File: config.mk
export PLATFORM = sky130hd
export DESIGN_NAME = tcc_timer
export DESIGN_NICKNAME = d
export VERILOG_FILES = /design/src/rtl/tcc_pkg.sv /design/src/rtl/tcc_timer.sv
export SDC_FILE = /design/constraint.sdc
export NUM_CORES = 1
export LEC_CHECK = 0
export ABC_AREA = 1
export BUFFER_PORTS_ARGS = -buffer_cell sky130_fd_sc_hd__buf_2
export CAP_MARGIN = 10
export CORE_ASPECT_RATIO = 0.75
export CORE_UTILIZATION = 48
export DETAILED_ROUTE_END_ITERATION = 10
export PLACE_DENSITY = 0.67
export SYNTH_ARGS = -nofsm -noshare
export SYNTH_HDL_FRONTEND = slang
export SYNTH_SLANG_ARGS = --single-unit
export TNS_END_PERCENT = 1
File: constraint.sdc
create_clock -name clk_i -period 5.5 [get_ports clk_i]
set_input_delay 0.55 -clock clk_i [delete_from_list [all_inputs] [get_ports clk_i]]
set_output_delay 0.55 -clock clk_i [all_outputs]
set_load 0.02 [all_outputs]
File: src/rtl/tcc_pkg.sv
package tcc_pkg;
  localparam int unsigned ADDR_W = 12;

  // register indices; the byte address is four times the index
  localparam logic [9:0] IDX_STATUS = 10'h040;
  localparam logic [9:0] IDX_CNT_HI = 10'h041;
  localparam logic [9:0] IDX_CNT_LO = 10'h042;
  localparam logic [9:0] IDX_MOD_HI = 10'h043;
  localparam logic [9:0] IDX_MOD_LO = 10'h044;
  localparam logic [9:0] IDX_CH0_CTL = 10'h045;
  localparam logic [9:0] IDX_CH0_HI = 10'h046;
  localparam logic [9:0] IDX_CH0_LO = 10'h047;
  localparam logic [9:0] IDX_CH1_CTL = 10'h048;
  localparam logic [9:0] IDX_CH1_HI = 10'h049;
  localparam logic [9:0] IDX_CH1_LO = 10'h04A;
  localparam logic [9:0] IDX_STRIDE = 10'h003;

  // timer_status_control fields
  localparam int unsigned ST_OVF = 7;
  localparam int unsigned ST_OVIE = 6;
  localparam int unsigned ST_STOP = 5;
  localparam int unsigned ST_RST = 4;

  // channel control fields
  localparam int unsigned CC_FLAG = 7;
  localparam int unsigned CC_IE = 6;
  localparam int unsigned CC_MSB = 5;
  localparam int unsigned CC_MSA = 4;
  localparam int unsigned CC_ELSB = 3;
  localparam int unsigned CC_ELSA = 2;
  localparam int unsigned CC_TOV = 1;
  localparam int unsigned CC_MAX = 0;

  // edge/level select: capture edge, or compare action
  localparam logic [1:0] ELS_OFF = 2'h0;
  localparam logic [1:0] ELS_RISE_TOGGLE = 2'h1;
  localparam logic [1:0] ELS_FALL_CLEAR = 2'h2;
  localparam logic [1:0] ELS_ANY_SET = 2'h3;

  localparam logic [2:0] PS_EXT = 3'h7;
  localparam logic [15:0] MOD_RST = 16'hFFFF;
  localparam logic [7:0] CH1_CTL_MASK = 8'hDF;
  localparam logic [7:0] ST_RD_MASK = 8'hE7;
endpackage : tcc_pkg

File: src/rtl/tcc_timer.sv
// Operation
// - 16-bit up-counter, free-running or modulo
// - modulo limit from high/low modulo registers
// - counter readable without disturbing counting
// - prescaler select: seven bus rates or pin
// - each channel independently capture or compare
// - capture on rising, falling or any edge
// - selected edge copies counter into channel value
// - capture happens whether flag set or not
// - captured value stored two bus cycles later
// - capture sets flag, irq if enabled
// - next capture overwrites earlier captured value
// - channel values untouched by reset
// - compare match sets, clears or toggles pin
// - compare match can request interrupt
// - per-channel toggle pin on overflow
// - status register bit layout
// - channel control register bit layout
// - 16-bit values as high then low byte
// - linked channels: last written controls pin
//
// Local design decision: register access over APB.
`timescale 1ns/1ps
`default_nettype none

module tcc_timer (
  // clock and reset
  input wire logic clk_i,
  input wire logic sys_rst_i,
  // apb slave
  input wire logic psel_i,
  input wire logic penable_i,
  input wire logic pwrite_i,
  input wire logic [tcc_pkg::ADDR_W-1:0] paddr_i,
  input wire logic [31:0] pwdata_i,
  output logic pready_o,
  output logic [31:0] prdata_o,
  output logic pslverr_o,
  // timer pins
  input wire logic ext_clk_i,
  input wire logic [1:0] ch_in_i,
  output logic [1:0] ch_out_o,
  output logic [1:0] ch_oe_o,
  // interrupt request
  output logic irq_o
);

  typedef struct packed {
    logic [15:0] cnt;
    logic [5:0] psc;
    logic [15:0] modv;
    logic ovf_flag;
    logic ovf_ie;
    logic stop;
    logic [2:0] ps;
    logic ext_prev;
    logic [1:0][7:0] ctl;
    logic [1:0][15:0] val;
    logic [1:0] pin;
    logic [1:0] pin_prev;
    logic [1:0] cap_pend;
    logic [1:0][15:0] cap_snap;
    logic lnk_act;
    logic lnk_pend;
    logic lo_held;
    logic [7:0] lo_latch;
    logic [31:0] rdata;
  } tcc_state_t;

  tcc_state_t state_r;
  tcc_state_t state_nxt;

  function automatic logic [9:0] tcc_index(input logic [tcc_pkg::ADDR_W-1:0] a);
    tcc_index = a[tcc_pkg::ADDR_W-1:2];
  endfunction

  function automatic logic tcc_mapped(input logic [tcc_pkg::ADDR_W-1:0] a);
    tcc_mapped = (a[1:0] == 2'h0) && (tcc_index(a) >= tcc_pkg::IDX_STATUS)
                 && (tcc_index(a) <= tcc_pkg::IDX_CH1_LO);
  endfunction

  // divide-by-2^ps tick from the free-running prescaler
  function automatic logic tcc_tick(input logic [5:0] psc, input logic [2:0] ps);
    logic [5:0] mask;
    mask = 6'((7'h01 << ps) - 7'h01);
    tcc_tick = ((psc & mask) == mask);
  endfunction

  logic wr_acc;
  logic rd_acc;
  logic rd_setup;
  logic tick;
  logic ovf;
  logic linked;
  logic [9:0] idx;
  logic [7:0] wb;
  logic [1:0] els;
  logic cap_mode;
  logic cmp_mode;
  logic edge_hit;
  logic [15:0] cval;
  logic [15:0] keep_val;
  int unsigned ch_base;

  always_comb begin
    state_nxt = state_r;
    idx = tcc_index(paddr_i);
    wb = pwdata_i[7:0];
    wr_acc = psel_i && penable_i && pwrite_i && tcc_mapped(paddr_i);
    rd_acc = psel_i && penable_i && !pwrite_i && tcc_mapped(paddr_i);
    rd_setup = psel_i && !penable_i;
    linked = state_r.ctl[0][tcc_pkg::CC_MSB];
    tick = 1'b0;
    ovf = 1'b0;
    els = tcc_pkg::ELS_OFF;
    cap_mode = 1'b0;
    cmp_mode = 1'b0;
    edge_hit = 1'b0;
    cval = 16'h0000;
    keep_val = 16'h0000;
    ch_base = 0;

    state_nxt.ext_prev = ext_clk_i;
    if (!state_r.stop) begin
      state_nxt.psc = state_r.psc + 6'h01;
      if (state_r.ps == tcc_pkg::PS_EXT) begin
        tick = ext_clk_i && !state_r.ext_prev;
      end else begin
        tick = tcc_tick(state_r.psc, state_r.ps);
      end
    end

    if (tick) begin
      if (state_r.cnt == state_r.modv) begin
        state_nxt.cnt = 16'h0000;
        ovf = 1'b1;
      end else begin
        state_nxt.cnt = state_r.cnt + 16'h0001;
      end
    end

    // coherent counter read via low-byte latch
    // latch in the setup cycle, the same cycle that loads the high byte
    if (rd_setup && !pwrite_i && tcc_mapped(paddr_i) && idx == tcc_pkg::IDX_CNT_HI) begin
      state_nxt.lo_held = 1'b1;
      state_nxt.lo_latch = state_r.cnt[7:0];
    end
    if (rd_acc && idx == tcc_pkg::IDX_CNT_LO) begin
      state_nxt.lo_held = 1'b0;
    end

    // register writes; hardware sets below take priority
    if (wr_acc) begin
      case (idx)
        tcc_pkg::IDX_STATUS: begin
          state_nxt.ovf_ie = wb[tcc_pkg::ST_OVIE];
          state_nxt.stop = wb[tcc_pkg::ST_STOP];
          state_nxt.ps = wb[2:0];
          if (!wb[tcc_pkg::ST_OVF]) begin
            state_nxt.ovf_flag = 1'b0;
          end
          if (wb[tcc_pkg::ST_RST]) begin
            state_nxt.cnt = 16'h0000;
            state_nxt.psc = 6'h00;
          end
        end
        tcc_pkg::IDX_MOD_HI: state_nxt.modv[15:8] = wb;
        tcc_pkg::IDX_MOD_LO: state_nxt.modv[7:0] = wb;
        tcc_pkg::IDX_CH0_CTL, tcc_pkg::IDX_CH1_CTL: begin
          ch_base = (idx == tcc_pkg::IDX_CH0_CTL) ? 0 : 1;
          // control layout, flag cleared by writing zero
          state_nxt.ctl[ch_base][6:0] = wb[6:0] & ((ch_base == 1) ? tcc_pkg::CH1_CTL_MASK[6:0] : 7'h7F);
          if (!wb[tcc_pkg::CC_FLAG]) begin
            state_nxt.ctl[ch_base][tcc_pkg::CC_FLAG] = 1'b0;
          end
        end
        tcc_pkg::IDX_CH0_HI: begin
          state_nxt.val[0][15:8] = wb;
          state_nxt.lnk_pend = 1'b0;
        end
        tcc_pkg::IDX_CH0_LO: begin
          state_nxt.val[0][7:0] = wb;
          state_nxt.lnk_pend = 1'b0;
        end
        tcc_pkg::IDX_CH1_HI: begin
          state_nxt.val[1][15:8] = wb;
          state_nxt.lnk_pend = 1'b1;
        end
        tcc_pkg::IDX_CH1_LO: begin
          state_nxt.val[1][7:0] = wb;
          state_nxt.lnk_pend = 1'b1;
        end
        default: begin
        end
      endcase
    end

    // overflow flag, set wins over clear
    if (ovf) begin
      state_nxt.ovf_flag = 1'b1;
    end

    // linked pair swaps active value at overflow
    if (!linked) begin
      state_nxt.lnk_act = 1'b0;
      state_nxt.lnk_pend = 1'b0;
    end else if (ovf) begin
      state_nxt.lnk_act = state_nxt.lnk_pend;
    end

    for (int i = 0; i < 2; i++) begin
      els = {state_r.ctl[i][tcc_pkg::CC_ELSB], state_r.ctl[i][tcc_pkg::CC_ELSA]};
      // per-channel mode; ch1 idle while linked
      cmp_mode = (state_r.ctl[i][tcc_pkg::CC_MSA] || state_r.ctl[i][tcc_pkg::CC_MSB])
                 && !(i == 1 && linked);
      cap_mode = !cmp_mode && !(i == 1 && linked) && (els != tcc_pkg::ELS_OFF);
      state_nxt.pin_prev[i] = ch_in_i[i];

      case (els)
        tcc_pkg::ELS_RISE_TOGGLE: edge_hit = ch_in_i[i] && !state_r.pin_prev[i];
        tcc_pkg::ELS_FALL_CLEAR: edge_hit = !ch_in_i[i] && state_r.pin_prev[i];
        tcc_pkg::ELS_ANY_SET: edge_hit = ch_in_i[i] != state_r.pin_prev[i];
        default: edge_hit = 1'b0;
      endcase

      state_nxt.cap_pend[i] = cap_mode && edge_hit;
      if (cap_mode && edge_hit) begin
        state_nxt.cap_snap[i] = state_r.cnt;
      end
      if (state_r.cap_pend[i]) begin
        state_nxt.val[i] = state_r.cap_snap[i];
        state_nxt.ctl[i][tcc_pkg::CC_FLAG] = 1'b1;
      end

      // compare action when the counter reaches the value
      cval = (i == 0 && linked) ? state_r.val[state_r.lnk_act] : state_r.val[i];
      if (cmp_mode && tick && state_nxt.cnt == cval) begin
        state_nxt.ctl[i][tcc_pkg::CC_FLAG] = 1'b1;
        if (!state_r.ctl[i][tcc_pkg::CC_MAX]) begin
          case (els)
            tcc_pkg::ELS_RISE_TOGGLE: state_nxt.pin[i] = !state_r.pin[i];
            tcc_pkg::ELS_FALL_CLEAR: state_nxt.pin[i] = 1'b0;
            tcc_pkg::ELS_ANY_SET: state_nxt.pin[i] = 1'b1;
            default: state_nxt.pin[i] = state_r.pin[i];
          endcase
        end
      end
      // toggle on overflow; full duty holds pin high
      if (cmp_mode && ovf && state_r.ctl[i][tcc_pkg::CC_TOV]) begin
        state_nxt.pin[i] = state_r.ctl[i][tcc_pkg::CC_MAX] ? 1'b1 : !state_nxt.pin[i];
      end
    end

    // read data prepared in the setup phase
    if (rd_setup) begin
      state_nxt.rdata = 32'h0000_0000;
      // refused accesses read zero
      case (tcc_mapped(paddr_i) ? idx : 10'h000)
        tcc_pkg::IDX_STATUS:
          state_nxt.rdata[7:0] = {state_r.ovf_flag, state_r.ovf_ie, state_r.stop, 2'h0, state_r.ps};
        tcc_pkg::IDX_CNT_HI: state_nxt.rdata[7:0] = state_r.cnt[15:8];
        tcc_pkg::IDX_CNT_LO:
          state_nxt.rdata[7:0] = state_r.lo_held ? state_r.lo_latch : state_r.cnt[7:0];
        tcc_pkg::IDX_MOD_HI: state_nxt.rdata[7:0] = state_r.modv[15:8];
        tcc_pkg::IDX_MOD_LO: state_nxt.rdata[7:0] = state_r.modv[7:0];
        tcc_pkg::IDX_CH0_CTL: state_nxt.rdata[7:0] = state_r.ctl[0];
        tcc_pkg::IDX_CH0_HI: state_nxt.rdata[7:0] = state_r.val[0][15:8];
        tcc_pkg::IDX_CH0_LO: state_nxt.rdata[7:0] = state_r.val[0][7:0];
        tcc_pkg::IDX_CH1_CTL: state_nxt.rdata[7:0] = state_r.ctl[1];
        tcc_pkg::IDX_CH1_HI: state_nxt.rdata[7:0] = state_r.val[1][15:8];
        tcc_pkg::IDX_CH1_LO: state_nxt.rdata[7:0] = state_r.val[1][7:0];
        default: state_nxt.rdata = 32'h0000_0000;
      endcase
    end

    // reset loads defaults (modulo FFFF, stopped) into all but the channel values
    if (sys_rst_i) begin
      for (int i = 0; i < 2; i++) begin
        keep_val = state_r.val[i];
        state_nxt.val[i] = keep_val;
      end
      state_nxt.cnt = 16'h0000;
      state_nxt.psc = 6'h00;
      state_nxt.modv = tcc_pkg::MOD_RST;
      state_nxt.ovf_flag = 1'b0;
      state_nxt.ovf_ie = 1'b0;
      state_nxt.stop = 1'b1;
      state_nxt.ps = 3'h0;
      state_nxt.ext_prev = 1'b0;
      state_nxt.ctl = '0;
      state_nxt.pin = 2'h0;
      state_nxt.pin_prev = 2'h0;
      state_nxt.cap_pend = 2'h0;
      state_nxt.cap_snap = '0;
      state_nxt.lnk_act = 1'b0;
      state_nxt.lnk_pend = 1'b0;
      state_nxt.lo_held = 1'b0;
      state_nxt.lo_latch = 8'h00;
      state_nxt.rdata = 32'h0000_0000;
    end
  end

  always_ff @(posedge clk_i) begin
    state_r <= state_nxt;
  end

  // zero-wait slave; unmapped or misaligned access is an error
  assign pready_o = 1'b1;
  assign pslverr_o = psel_i && penable_i && !tcc_mapped(paddr_i);
  assign prdata_o = state_r.rdata;

  assign ch_out_o = state_r.pin;
  assign ch_oe_o[0] = (state_r.ctl[0][tcc_pkg::CC_MSA] || state_r.ctl[0][tcc_pkg::CC_MSB])
                      && ({state_r.ctl[0][tcc_pkg::CC_ELSB], state_r.ctl[0][tcc_pkg::CC_ELSA]} != tcc_pkg::ELS_OFF);
  assign ch_oe_o[1] = state_r.ctl[1][tcc_pkg::CC_MSA] && !state_r.ctl[0][tcc_pkg::CC_MSB]
                      && ({state_r.ctl[1][tcc_pkg::CC_ELSB], state_r.ctl[1][tcc_pkg::CC_ELSA]} != tcc_pkg::ELS_OFF);

  assign irq_o = (state_r.ovf_flag && state_r.ovf_ie)
                 || (state_r.ctl[0][tcc_pkg::CC_FLAG] && state_r.ctl[0][tcc_pkg::CC_IE])
                 || (state_r.ctl[1][tcc_pkg::CC_FLAG] && state_r.ctl[1][tcc_pkg::CC_IE]);

endmodule // tcc_timer

`default_nettype wire

==> Word level (Yosys, flattened, before mapping) <==
Cells that the tools add are included.
W data, S select, Z words.
{ "word_totals": {"latchBits": 0, "word_cells": 223, "romBits": 0, "inputBits": 52, "n_memories": 0, "ramBits": 0, "regBits": 150} }
{ "classes": {"magnitude_cmp": 5, "n_mul": 0, "shifts": 1, "reduce_logical": 89, "n_mux": 55, "addsub": 3, "eq_ne": 37, "n_bitwise": 6, "div": 0} }
{ "ops": {"columns": ["operator", "n"], "rows": [
  ["$eq A10 B7 Y1 const B", 22],
  ["$mux W16", 9],
  ["$pmux W8 S11", 1],
  ["$mux W8", 8],
  ["$eq A16 B16 Y1", 3],
  ["$mux W48", 1],
  ["$mux W22", 2],
  ["$mux W44", 1],
  ["$logic_and A1 B1 Y1", 39],
  ["$mux W1", 20],
  ["$reduce_bool A2 Y1", 10],
  ["$mux W6", 3],
  ["$add A16 B1 Y16 const B", 1],
  ["$and A16 B16 Y16", 1],
  ["$bwmux W16", 1],
  ["$demux W8 S1", 2],
  ["$not A16 Y16", 1],
  ["$logic_not A1 Y1", 15],
  ["$reduce_and A3 Y1", 5],
  ["$pmux W1 S3", 4],
  ["$reduce_and A2 Y1", 6],
  ["$reduce_bool A3 Y1", 4],
  ["$ge A10 B7 Y1 const B", 1],
  ["$le A10 B7 Y1 const B", 1],
  ["other kinds (21)", 35]
]} }

==> Longest topological paths before layout <==
{ "logic_depth": {"word_depth": 16, "mapped_depth": 23} }

==> Least setup slack after synthesis <==
OpenSTA, ideal clock, no wires.
{ "synth_path": {"kind": "input port to flip-flop", "startpoint": "input port paddr_i[5] in the netlist's numbering", "endpoint": "register state_r, in the netlist ch_out_o[1]", "setup_ps": 113, "path_stages": 16, "arrival_time_ps": 2234, "path_slack_ps": 3153, "path_buffers": 2, "path_cell_list": "buf_2 -> nor2_1 -> nand4_1 -> nor3_4 -> nor2_8 -> buf_6 -> nand3b_1 -> nand2_1 -> nor2_1 -> nand2_1 -> nor2_1 -> nand3_1 -> nand2_1 -> nand2_1 -> nor2_1 -> nor2_1"} }
{ "synth_between": {"elab_chain_cells": 11} }
{ "synth_rtl": {"columns": ["item", "line_no", "rtl"], "rows": [
  ["start: declaration", "tcc_timer.sv:34", "input wire logic [tcc_pkg::ADDR_W-1:0] paddr_i,"],
  ["$ge A10 B7 Y1", "tcc_timer.sv:78", "tcc_mapped = (a[1:0] == 2'h0) && (tcc_index(a) >= tcc_pkg::IDX_STATUS)"],
  ["$logic_and A1 B1 Y1", "tcc_timer.sv:78", null],
  ["$logic_and A1 B1 Y1", "tcc_timer.sv:79", "&& (tcc_index(a) <= tcc_pkg::IDX_CH1_LO);"],
  ["$logic_and A1 B1 Y1", "tcc_timer.sv:109", "wr_acc = psel_i && penable_i && pwrite_i && tcc_mapped(paddr_i);"],
  ["$mux W44 *", "tcc_timer.sv:153", "if (wr_acc) begin"],
  ["$eq A16 B16 Y1 *", "tcc_timer.sv:237", "if (cmp_mode && tick && state_nxt.cnt == cval) begin"],
  ["$logic_and A1 B1 Y1 *", "tcc_timer.sv:237", null],
  ["$mux W1 *", "tcc_timer.sv:237", null],
  ["$logic_not A1 Y1", "tcc_timer.sv:250", "state_nxt.pin[i] = state_r.ctl[i][tcc_pkg::CC_MAX] ? 1'b1 : !state_nxt.pin[i];"],
  ["$mux W1", "tcc_timer.sv:250", null],
  ["$mux W1 *", "tcc_timer.sv:249", "if (cmp_mode && ovf && state_r.ctl[i][tcc_pkg::CC_TOV]) begin"],
  ["end signal: assignment", "tcc_timer.sv:304", "state_r <= state_nxt;"],
  ["end: declaration", "tcc_timer.sv:70", "tcc_state_t state_r;"]
]} }
Mark *: on every way between the ends. The rest lies on a longest branch, timed or not. The select of a mux whose other input is x is not followed.
A chain may end at the register's enable or synchronous reset.

==> Final worst setup path <==
{ "layout_path": {"startpoint": "register state_r[132] in the netlist's numbering", "endpoint": "register state_r, in the netlist ch_out_o[0]"} }
{ "layout_between": {"elab_chain_cells": 16} }
{ "layout_rtl": {"columns": ["item", "line_no", "rtl"], "rows": [
  ["$shl A1 B3 Y6", "tcc_timer.sv:85", "mask = 6'((7'h01 << ps) - 7'h01);"],
  ["$sub A6 B1 Y6", "tcc_timer.sv:85", null],
  ["$and A6 B6 Y6", "tcc_timer.sv:86", "tcc_tick = ((psc & mask) == mask);"],
  ["$eq A6 B6 Y1", "tcc_timer.sv:86", null],
  ["$mux W1 *", "tcc_timer.sv:126", "if (state_r.ps == tcc_pkg::PS_EXT) begin"],
  ["$mux W1 *", "tcc_timer.sv:124", "if (!state_r.stop) begin"],
  ["$mux W16", "tcc_timer.sv:133", "if (tick) begin"],
  ["$mux W22", "tcc_timer.sv:162", "if (wb[tcc_pkg::ST_RST]) begin"],
  ["$mux W22", "tcc_timer.sv:154", "case (idx)"],
  ["$mux W44", "tcc_timer.sv:153", null],
  ["$eq A16 B16 Y1", "tcc_timer.sv:237", null],
  ["$logic_and A1 B1 Y1", "tcc_timer.sv:237", null],
  ["$mux W1", "tcc_timer.sv:237", null],
  ["$logic_not A1 Y1", "tcc_timer.sv:250", null],
  ["$mux W1", "tcc_timer.sv:250", null],
  ["$mux W1 *", "tcc_timer.sv:249", null]
]} }
Marks and branches as above.

==> run metrics <==
worst flop-to-flop path startpoint state_r[132]$_SDFFE_PP0P_; Die Y 118 um; Pwr Total 2340 uW; H-tree Lvls 4; Fmax ~0.28 GHz; Placed Area 0.00876 mm2; Hold Vio Cnt, Final 0; Hold WC Path Type in -> reg; DRC 0; Die Footprint 0.0184 mm2; worst reg2reg setup slack 1.99 ns; Worst Setup Start Kind flop; CTS tree done; Die Span X 156 um; Worst Path Buf+Inv 0; Crit Path Max Fanout 45; Worst Setup SP state_r[132]$_SDFFE_PP0P_; CP max-delay cell dfxtp_1; wire length per cell 20.4 um; Slew headroom 27.9%; Slew @ Worst Pin 1.08 ns; CTS Buf Count 17; Core ar. 0.0171 mm2; largest net degree at the start of global routing 65; CTS Hold Buffers Added 0; status complete, no violations; via count 8721; Root Buffer clkbuf_16; final setup fails 0; I/O pins 91; post-route cell area 0.00933 mm2; GPL Wtd Cong 1.00; Post-synth top cells nand2_1 (340), inv_1 (169), nor2_1 (138), dfxtp_1 (118), o21ai_0 (95); reg2reg end ch_out_o[0]$_SDFF_PP0_; insertion delay of the later-clocked pin in the worst-skew pair 0.44 ns; final period utilization 63.9%; async set-reset flop share out of synthesis 0%; top cell type's share of synthesized area between 20 and 30%; All-Layer GR Usage 34.9%; fillers 1717; Worst EP arrival 3.88 ns; Util after Layout 54.5%; CTS Sinks 150; Post-Synth Simple-Gate Area 29.9%; Final Net Count 1341; critical path's most frequent cell nand2_1; min Tclk post-route approximately 3.5 ns; syn avg cell area roughly 6.8 um2; Critical Path RT 5.87 ns; Post-synth EDFFs 32; Area contributors post-synth dfxtp_1 (28%), nand2_1 (15%), edfxtp_1 (11%), inv_1 (7.4%), nor2_1 (6.1%); cells along the critical path nand3_2 > nor2_1 > nor2_2 > nand2_4 > nor2_4 > nor2_8 > nand3_1 > nand2_1 > nand2_1 > nor2_1 > nand2_1 > nor2_1 > nand3_1 > nand2_1 > nand2_1 > nand2_1 > nand2_1 > nor2_1; Crit. path cell count 18; vias in the first global route 7668; largest family of logic cells by synthesized area simple AND/OR/NAND/NOR gates; Critical Path End ch_out_o[0]$_SDFF_PP0_; RSZ-0062 raised after global routing no; Post-DP HPWL 23.4 mm; row count slightly above 40; most common cell in the netlist nand2_1; max incr delay on CP about 0.5 ns; antenna violations before repair 0; Worst R2R Path Depth 18; clock slew at reported path FFs 0.06 ns; post-synthesis cell count 1268; Iteration-0 DRC Markers 1180; Worst VDD drop 0.196 mV; Port Buf Inserts just over 40; post-CTS setup buffers 0; WL final 31.2 mm; Top delay family on crit path simple AND/OR/NAND/NOR gates; WS Path Type reg -> reg; Total Neg Setup Slack 0 ns; Worst Skew 0.0121 ns; total power per unit cell area 251 mW/mm2; TritonRoute pass-1 iters 5; Multi-input gate area ~0.0042 mm2; #FFs+latches synth 150; cell area after synthesis 0.00856 mm2; Layout area overhead 9.03%; mux contribution to synthesized area 0.234%; initial core utilization 50.0%; Post-synth top flop dfxtp_1; Final Slew Violations 0; Syn. warnings 0; post-synth top area cell dfxtp_1; DR vias/cell 5.69; first-pass GRT wire length 46.4 mm; grt ovf 0; compound-cell area share of the yosys netlist 16.2%; clk buf depth 2; Reg area 0.00332 mm2; antenna-violating nets left 0; area share of fa/ha/maj cells after synthesis less than 1%; Post-Synth XOR/XNOR Area 0.512%; # diodes 0; Seq/Total Area, Yosys 38.8%; share of cells above drive strength 1 under 10%; Leak between 0.004 and 0.005 uW; max-cap violations 0; post_cts resized 0; crit path capture type flop; Unique masters post-synth 40
[cell type report]
class	count	share of cell area [%]
well taps	236	3.16
clock buffers	23	5.48
flip-flops and latches	150	35.6
clock inverters	9	0.670
repair buffers	46	2.60
inverters	186	7.48
multi-input cells	882	45.0
[placed cells by master, fill, tap and decap left out, types with 3 or more instances in the layout]
master,n
nand2_1,340
inv_1,169
nor2_1,138
dfxtp_1,118
o21ai_0,95
a21oi_1,71
nand3_1,54
buf_2,41
nand4_1,37
edfxtp_1,32
conb_1,25
clkbuf_16,20
o22ai_1,19
o211ai_1,18
a221oi_1,18
a211oi_1,14
nor3_1,10
inv_2,10
clkinv_1,7
nor2_2,6
ha_1,6
nor4_1,5
buf_4,5
xor2_1,4
clkinv_2,3
clkbuf_1,3
[how the worst min path moves through the flow]
stage	from	end	slack [ns]	cells after the start
floorplan	state_r[43]$_SDFFE_PP0P_	state_r[43]$_SDFFE_PP0P_	0.42	2
global placement	state_r[54]$_SDFFE_PP0P_	state_r[54]$_SDFFE_PP0P_	0.44	2
detailed placement	state_r[49]$_SDFFE_PP0P_	state_r[49]$_SDFFE_PP0P_	0.44	2
CTS	ext_clk_i	state_r[129]$_SDFF_PP0_	0.34	3
global route	ext_clk_i	state_r[129]$_SDFF_PP0_	0.36	3
finish	ext_clk_i	state_r[129]$_SDFF_PP0_	0.34	3
[worst register-to-register path, stage by stage (launching register included)]
cell,delay [ns]
dfxtp_1,0.51
nand3_2,0.15
nor2_1,0.15
nor2_2,0.15
nand2_4,0.29
nor2_4,0.12
nor2_8,0.48
nand3_1,0.26
nand2_1,0.12
nand2_1,0.07
nor2_1,0.12
nand2_1,0.06
nor2_1,0.44
nand3_1,0.15
nand2_1,0.08
nand2_1,0.07
nand2_1,0.06
nand2_1,0.04
nor2_1,0.12
[per-layer routing]
metal | global-route usage (%) | vias up | share of wire (%)
li1 | - | 4136 | -
met2 | 47.5 | 531 | 40
met5 | 0 | - | 0
met1 | 51.0 | 3988 | 44
met3 | 11.5 | 66 | 13
met4 | 11.3 | 0 | 2.8
[flip-flops by register name, indices dropped and copies added, names as in the netlist, named ones only]
register,flops
cval,16
prdata_o,8
ch_out_o,2
state_r,110
[per-stage QoR]
step / hold slack (ns) / setup WS [ns] / instances
after floorplan: 0.425 / 3.15 / 1291
after global placement: 0.437 / 2.04 / 1500
after detailed placement: 0.444 / 1.99 / 1500
after CTS: 0.341 / 2.12 / 1532
after global routing: 0.358 / 1.75 / 1532
final: 0.336 / 1.99 / 1532
[power by group]
group	internal [uW]	switching (uW)	total [uW]
Combinational	15.2	61.5	76.7
Sequential	1120	0.515	1120
Clock	659	487	1150
[logic make-up (layout without fill, tap and decap cells)]
kind of cell,count (synthesis),count (layout)
flip-flops,150,150
other,2,25
buffers and inverters,259,264
XOR/XNOR,5,5
multiplexers,2,2
AND/OR/NAND/NOR,604,604
adder cells (fa/ha/maj),6,6
AO/OA/AOI/OAI,240,240
(Power assumes the default switching activity.)
